### src/design/srt_defs.svh
`ifndef SRT_DEFS_SVH
`define SRT_DEFS_SVH
// control word bit positions
`define SRT_CTL_SRC_BIT   1
`define SRT_CTL_SYNC_BIT  2
`define SRT_CTL_GATE_BIT  6
`define SRT_CTL_WIDTH     16
`define SRT_CTL_RESET     16'h0000
`define SRT_CNT_RESET     16'h0000
`define SRT_PER_RESET     16'hffff
`endif

### src/design/srt_pkg.sv
`default_nettype none
package srt_pkg;
    typedef enum logic [1:0] {
        SRT_MODE_TIMER,
        SRT_MODE_GATED,
        SRT_MODE_SYNC_CNT,
        SRT_MODE_ASYNC_CNT
    } srt_mode_t;
endpackage : srt_pkg
`default_nettype wire

### src/design/srt_timer.sv
`include "srt_defs.svh"
`default_nettype none
module srt_timer
#(
    parameter int CNT_W = 16
)
(
    // clock and reset
    input  wire logic                   clk_sys,
    input  wire logic                   sys_rst,
    // configuration
    input  wire logic [`SRT_CTL_WIDTH-1:0] timer_control_reg,
    input  wire logic                   timer_on,
    input  wire logic [CNT_W-1:0]       period_value,
    input  wire logic                   flag_clear,
    // clock and gate sources
    input  wire logic                   instruction_cycle_clock,
    input  wire logic                   ext_timer_clock_pin,
    input  wire logic                   xtal_32k_clock,
    input  wire logic                   xtal_32k_select,
    input  wire logic                   gate_in,
    // status
    output var  logic [CNT_W-1:0]       count_value,
    output var  logic                   period_flag,
    output var  srt_pkg::srt_mode_t     mode_state
);
    import srt_pkg::*;

    // the wrap compare and the step constants assume a 16-bit count
    if (CNT_W != 16)
    begin : g_bad_width
        $error("srt_timer supports only a 16-bit counter");
    end

    logic       clock_source_select;
    logic       ext_clock_sync_select;
    logic       gate_enable;
    logic       ext_raw;
    logic       pin_s;
    logic       xtal_s;
    logic       ext_s;
    logic       cyc_s;
    logic       gate_s;
    logic       ext_prev_reg;
    logic       cyc_prev_reg;
    logic       ext_edge;
    logic       cyc_edge;
    logic       async_tick_reg;
    logic       ext_pre_reg;
    logic       tick;
    srt_mode_t  mode_next;

    assign clock_source_select   = timer_control_reg[`SRT_CTL_SRC_BIT];
    assign ext_clock_sync_select = timer_control_reg[`SRT_CTL_SYNC_BIT];
    assign gate_enable           = timer_control_reg[`SRT_CTL_GATE_BIT];

    // both external sources are brought onto clk_sys before the select, so
    // no logic ever looks at a level that may still be settling
    srt_sync2 u_sync_pin
    (
        .clk_sys (clk_sys),
        .sys_rst (sys_rst),
        .din     (ext_timer_clock_pin),
        .dout    (pin_s)
    );

    srt_sync2 u_sync_xtal
    (
        .clk_sys (clk_sys),
        .sys_rst (sys_rst),
        .din     (xtal_32k_clock),
        .dout    (xtal_s)
    );

    // the crystal replaces the pin as external source
    assign ext_raw = xtal_32k_select ? xtal_s : pin_s;

    // mode decode
    always_comb
    begin
        if (!clock_source_select)
            mode_next = gate_enable ? SRT_MODE_GATED : SRT_MODE_TIMER;
        else
            mode_next = ext_clock_sync_select ? SRT_MODE_SYNC_CNT
                                              : SRT_MODE_ASYNC_CNT;
    end

    always_ff @(posedge clk_sys)
    begin
        if (sys_rst)
            mode_state <= SRT_MODE_TIMER;
        else
            mode_state <= mode_next;
    end

    // prescaler stage: divide-by-one, a register that copies ext_raw on every clk_sys edge so the
    // sync point follows it rather than the raw pin
    always_ff @(posedge clk_sys)
    begin
        if (sys_rst)
            ext_pre_reg <= 1'b0;
        else
            ext_pre_reg <= ext_raw;
    end

    srt_sync2 u_sync_ext
    (
        .clk_sys (clk_sys),
        .sys_rst (sys_rst),
        .din     (ext_pre_reg),
        .dout    (ext_s)
    );

    srt_sync2 u_sync_cyc
    (
        .clk_sys (clk_sys),
        .sys_rst (sys_rst),
        .din     (instruction_cycle_clock),
        .dout    (cyc_s)
    );

    srt_sync2 u_sync_gate
    (
        .clk_sys (clk_sys),
        .sys_rst (sys_rst),
        .din     (gate_in),
        .dout    (gate_s)
    );

    always_ff @(posedge clk_sys)
    begin
        if (sys_rst)
        begin
            ext_prev_reg <= 1'b0;
            cyc_prev_reg <= 1'b0;
        end
        else
        begin
            ext_prev_reg <= ext_s;
            cyc_prev_reg <= cyc_s;
        end
    end

    assign ext_edge = ext_s & ~ext_prev_reg;
    assign cyc_edge = cyc_s & ~cyc_prev_reg;

    // async mode skips the prescaler and its resync stage: shorter latency,
    // the only settling time spent is the one at the pin or crystal input
    logic raw_prev_reg;
    always_ff @(posedge clk_sys)
    begin
        if (sys_rst)
        begin
            raw_prev_reg   <= 1'b0;
            async_tick_reg <= 1'b0;
        end
        else
        begin
            raw_prev_reg   <= ext_raw;
            async_tick_reg <= ext_raw & ~raw_prev_reg;
        end
    end

    always_comb
    begin
        unique case (mode_state)
            SRT_MODE_TIMER:     tick = cyc_edge;
            SRT_MODE_GATED:     tick = cyc_edge & gate_s;
            SRT_MODE_SYNC_CNT:  tick = ext_edge;
            SRT_MODE_ASYNC_CNT: tick = async_tick_reg;
        endcase
    end

    // count register
    always_ff @(posedge clk_sys)
    begin
        if (sys_rst)
            count_value <= `SRT_CNT_RESET;
        else if (timer_on && tick)
        begin
            if (count_value == period_value)
                count_value <= '0;
            else
                count_value <= count_value + 16'h0001;
        end
    end

    // sticky period flag: a new match wins over a clear in the same cycle
    always_ff @(posedge clk_sys)
    begin
        if (sys_rst)
            period_flag <= 1'b0;
        else if (timer_on && tick && count_value == period_value)
            period_flag <= 1'b1;
        else if (flag_clear)
            period_flag <= 1'b0;
    end
endmodule : srt_timer
`default_nettype wire

### src/design/srt_sync2.sv
`default_nettype none
module srt_sync2
(
    // clock and reset
    input  wire logic clk_sys,
    input  wire logic sys_rst,
    // level in and out
    input  wire logic din,
    output var  logic dout
);
    logic meta_reg;

    always_ff @(posedge clk_sys)
    begin
        if (sys_rst)
        begin
            meta_reg <= 1'b0;
            dout     <= 1'b0;
        end
        else
        begin
            meta_reg <= din;
            dout     <= meta_reg;
        end
    end
endmodule : srt_sync2
`default_nettype wire

### config.mk
export PLATFORM = sky130hd
export DESIGN_NAME = srt_timer
export DESIGN_NICKNAME = d
export VERILOG_FILES = /design/src/design/srt_pkg.sv /design/src/design/srt_timer.sv /design/src/design/srt_sync2.sv
export VERILOG_INCLUDE_DIRS = /design/src /design/src/design
export SDC_FILE = /design/constraint.sdc
export NUM_CORES = 1
export LEC_CHECK = 0
export BUFFER_PORTS_ARGS = -buffer_cell sky130_fd_sc_hd__clkbuf_2
export CAP_MARGIN = 10
export CORE_MARGIN = 5
export CORE_UTILIZATION = 40
export DETAILED_ROUTE_END_ITERATION = 10
export GPL_ROUTABILITY_DRIVEN = 0
export HOLD_SLACK_MARGIN = 0.05
export PLACE_DENSITY = 0.69
export SYNTH_ARGS = -nofsm -noshare
export SYNTH_HDL_FRONTEND = slang
export SYNTH_SLANG_ARGS = --single-unit
### constraint.sdc
create_clock -name clk_sys -period 3.1 [get_ports clk_sys]
set_input_delay 0.31 -clock clk_sys [delete_from_list [all_inputs] [get_ports clk_sys]]
set_output_delay 0.31 -clock clk_sys [all_outputs]
set_load 0.01 [all_outputs]
Word level (Yosys, flattened, before mapping)
Index checks and enable logic that the tools add are counted.

storage, ports and cells
  flip-flop bits (word level) = 33
  bits in latches = 0
  memory bits (writable) = 0
  bits in read-only memories = 0
  bits of input ports = 41
  output and inout port bits = 19
  word-level logic and storage cells = 41
  memories = 0

cells by class
  add/subtract/negate cells = 1
  multiply operators = 0
  div/mod/pow operators = 0
  order comparisons = 0
  equality and inequality tests = 4
  shift operators = 0
  multiplexer cells = 8
  bitwise logic cells = 7
  reductions and logical operators = 4

operator list
  cell                                                              number
  16-bit by 1-bit adder with 16-bit output (second input constant)  1
  16-bit == test                                                    1
  16-bit 2-to-1 mux                                                 1
  1-bit 2-to-1 mux                                                  5
  1-bit bitwise AND                                                 4
  2-bit == test (second input constant)                             2
  1-bit one-hot mux with 4 select lines                             1
  1-bit inverter                                                    3
  2-bit by 1-bit == test with 1-bit output (second input constant)  1
  1-bit logical AND                                                 2
  2-bit zero test                                                   1
  2-bit 2-to-1 mux                                                  1
  2-bit nonzero test                                                1

Depth between registers and ports, before layout
  depth in word-level cells = 7
  gate-level depth with buffers = 6
  depth with buffers taken out = 5

By module
From an unflattened synthesis, not the netlist that was laid out.

unflattened totals
  cell total of the unflattened synthesis = 161
  area total of the unflattened synthesis = 1508.9 um2

modules (own cells, without submodules)
  module     times used  cells an instance  area an instance (um2)  sequential area each (um2)
  srt_timer  1           141                1246.2                  460.4
  srt_sync2  5           4                  52.6                    40.0

Worst setup path before layout
Ideal clock, no wire load.

  path kind = register to register
  from = reg mode_state[0]
  to = reg count_value[12]
  setup time = 70 ps
  arrival = 1870 ps
  data required time = 3030 ps
  slack = 1160 ps
  cell stages (with the launch flop) = 7
  buffers on the path = 1
  clock period less this slack = 1940 ps
  cells stage by stage = dfxtp_1 -> or3b_1 -> and3_4 -> or3_4 -> buf_6 -> or3_1 -> a21oi_1

between the ends
  longest elaborated chain between the ends = 3
  elaborated cells on any way between the ends = 6
  classes of those cells = eq/ne (3); mux (1); reduce/logical (2)

ends and longest elaborated chain
  what                                         RTL line          source
  start: declaration                           srt_timer.sv:25   output var srt_pkg::srt_mode_t mode_state
  start signal: assignment                     srt_timer.sv:93   mode_state <= mode_next;
  2-bit == test, or another cell as far along  srt_timer.sv:166  unique case (mode_state)
  1-bit one-hot mux with 4 select lines (*)    srt_timer.sv:166
  1-bit logical AND (*)                        srt_timer.sv:179  else if (timer_on && tick)
  end signal: assignment                       srt_timer.sv:178  count_value <= `SRT_CNT_RESET;
  end signal: assignment                       srt_timer.sv:184  count_value <= count_value + 16'h0001;
  end: declaration                             srt_timer.sv:23   output var logic [CNT_W-1:0] count_value,

Every way passes the cells marked *; elsewhere a longest branch is shown, timed or not.
A chain may end at the register's enable or synchronous reset.

Worst setup path in the final report
  from = reg mode_state[0]
  to = reg count_value[6]

Same word-level chain as after synthesis.

==> flow_summary.yaml <==
power_and_ir_drop:
  power_density_nw_per_um2: 444
  power_frac_comb_pct: 7.0
  sequentialPowerShare_pct: 54.0
  switchingPower_uw: 171
  power.share.clock_pct: 38.9
  p_sw_share_pct: 21.2
  internal_power_uw: 639
  vdd_drop_max_mv: 0.290
  leakagePower_nw: 0.776
floorplanning:
  core_um2: 3610
  io_pins: 60
  die_w_um: 70.5
  floorplan.initialDensity_pct: 40.7
  row_count: 22
  die_area_um2: 4980
  die_h_um: 70.5
routing:
  initialDrtViolationCount: 29
  route.detailed.drc: 0
  antenna_left: 0
  dr.pass1.iters: 4
  num_vias: 1283
  drt_wl_total_um: 3010
  vias_per_cell: 4.95
  wire_per_inst_um: 11.6
finish:
  antenna_cells: 0
  n_fill_cell: 342
  reg_top3: "count_value x16, mode_state x2"
  syn_to_final_growth_pct: 24.3
  multi_input_area_um2: 756
  fin_area_um2: 1820
  largest_register_ffs: 16
  regArea_um2: 661
  drive_gt1_share_pct: 27.0
  regMostFlops: "count_value"
  nets: 253
worst_hold_path:
  holdCritPathClass: "input pin to flop"
  hold_path_depth: 2
  hold-path-endpoint: "u_sync_xtal.meta_reg"
  min_from: "xtal_32k_clock"
worst_setup_path:
  path_cells: "or3b_1, and3_4, or3_4, or3_2, a21oi_1"
  timing.rr.end: "count_value[6]"
  start_kind: "flop"
  end_kind: "flop"
  path_max_fanout: 11
  slowest_stage: "or3_2"
  reg2reg_depth: 5
  critPathKind: "flop to flop"
  r2r_start: "mode_state[0]"
  cpPeakStageDelay_ps: 460
  timing.critical_path.from: "mode_state[0]"
  rrSetupSlack_ps: 1080
  cp.arrival_ps: 2230
  crit_required_ps: 3310
run:
  drv_cap: 0
sta:
  setup_viol: 0
  fmax_ghz: 0.496
  tightest_slew_ps: 404
  period_share_pct: 65.0
  fin_crit_ps: 2020
  slew_headroom_pct: 73.1
  finClkSkew_ps: 5.35
  hold_viol_final: 0
  setup_ws_ps: 1080
  final.setup.tns_ps: 0
  hold-worst-slack_ps: 243
  slew_violations: 0
  rsz0062_at_grt: "no"
synthesis:
  synth_warnings: 0
  synth_area_per_cell_um2: 9.05
  yosysUniqueCellTypes: 33
  ys_seq_area_share_pct: 45.1
  syn_nets: 204
  postSynthCellCount: 162
  synthArstFlopShare_pct: 0
  synth_edf_count: 0
  synth_seq_cells: 33
  syn_area_um2: 1470
  synth_top_flop_cell: "dfxtp_1"
global_routing:
  grt_pass1_vias: 1207
  antenna_found_initial: 0
  grt_pass1_wl_um: 5180
  grt_util_all_layers_pct: 12.7
  overflow: 0
  grt_start_max_net_pins: 23
outcome:
  outcome: "finished, final reports clean"
clock_tree:
  clkTransAtPathRegs_ps: 60
  cts.sinks: 33
  clk_path_buf_depth: 2
  clockRootBuffer: "clkbuf_8"
  cts_buffers: 5
  ctsHoldBuffers: 0
  post_cts_buffers: 0
  htree_levels: 2
  post_cts_resized: 0
  clk-insertion-delay-late_ps: 280
  cts_tree: "done"
place:
  dpl_cell_area_um2: 1740
  post-place-ws_ps: 1090
  port_buffers: 46
  dp_hpwl_um: 2280
-- per-layer routing --
metal  routed length (um)  track usage (%)
met1                 1360             15.3
met2                 1340             20.4
met3                  279             5.68
met4                   29             3.76
met5                    0                0
-- cell usage in the layout (no fill, tap or decap), drive strengths merged, types with 2 or more instances in the layout --
cell type / netlist / routed
and3: 3 / 3
xor2: 16 / 16
dfxtp: 33 / 33
nor2: 8 / 8
a21oi: 12 / 12
xnor2: 3 / 3
nor4: 6 / 6
nand4: 7 / 7
nor2b: 13 / 13
clkbuf: 3 / 53
o21ai: 9 / 9
mux2i: 2 / 2
nand3: 7 / 7
or3: 11 / 11
inv: 6 / 6
a31oi: 2 / 2
nand3b: 2 / 2
nand2: 7 / 7
-- worst max-delay path by stage --
| stage | endpoint | cells past startpoint |
|---|---|---|
| final | count_value[6] | 5 |
| after global routing | count_value[12] | 6 |
| after CTS | count_value[6] | 5 |
| after detailed placement | count_value[6] | 5 |
| after global placement | count_value[6] | 5 |
| after floorplan | count_value[12] | 6 |
-- metrics by stage --
stage | utilization (%) | power [mW] | cells
5_1_grt | 50.6 | 0.848 | 259
6_report | 50.6 | 0.810 | 259
3_5_place_dp | 48.2 | 0.505 | 252
3_3_place_gp | 48.2 | 0.505 | 252
2_1_floorplan | - | 0.477 | 162
4_1_cts | 50.6 | 0.823 | 259
-- cell usage after synthesis (2+ instances only) --
library cell  number  share of area [%]
nand3b_1           2                1.0
xor2_1            16                9.6
nand3_1            7                2.4
nor2_1             8                2.0
a21oi_1           12                4.1
inv_1              6                1.5
clkbuf_1           3               0.77
dfxtp_1           33                 45
o21ai_0            9                3.1
nor4_1             6                2.6
mux2i_1            2                1.4
nor2b_1           13                5.5
xnor2_1            3                1.8
nand4_1            7                3.0
nand2_1            7                1.8
a31oi_1            2               0.85
and3_1             2               0.85
or3_1              9                3.8
-- final cells by class --
type                       count  share of cell area [%]
inverter                       6                    1.24
multi-input combinational    118                    41.5
tap                           48                    3.29
sequential                    33                    36.2
timing repair buffer          47                    13.0
clock buffer                   7                    4.74
-- critical path: cells and delay by family, from the launching register on --
kind | cells | cell delay [ps]
flops | 1 | 330
simple gates | 4 | 1480
compound gates | 1 | 140
-- cell families after synthesis --
family | after synthesis | synth area share (%)
XOR/XNOR | 19 | 11.3
AO/OA/AOI/OAI | 27 | 10.2
buffers and inverters | 11 | 3.41
flip-flops | 33 | 45.1
AND/OR/NAND/NOR | 69 | 27.7
adder cells (fa/ha/maj) | 1 | 0.853
multiplexers | 2 | 1.37
-- power groups by stage --
stage,registers (mW),logic (mW),clock network (mW)
2_1_floorplan,0.447,0.0291,0
3_3_place_gp,0.447,0.0573,0
3_5_place_dp,0.447,0.0580,0
4_1_cts,0.438,0.0582,0.327
5_1_grt,0.439,0.0653,0.344
6_report,0.438,0.0570,0.315
No activity file was read; power rests on OpenSTA's default activity.
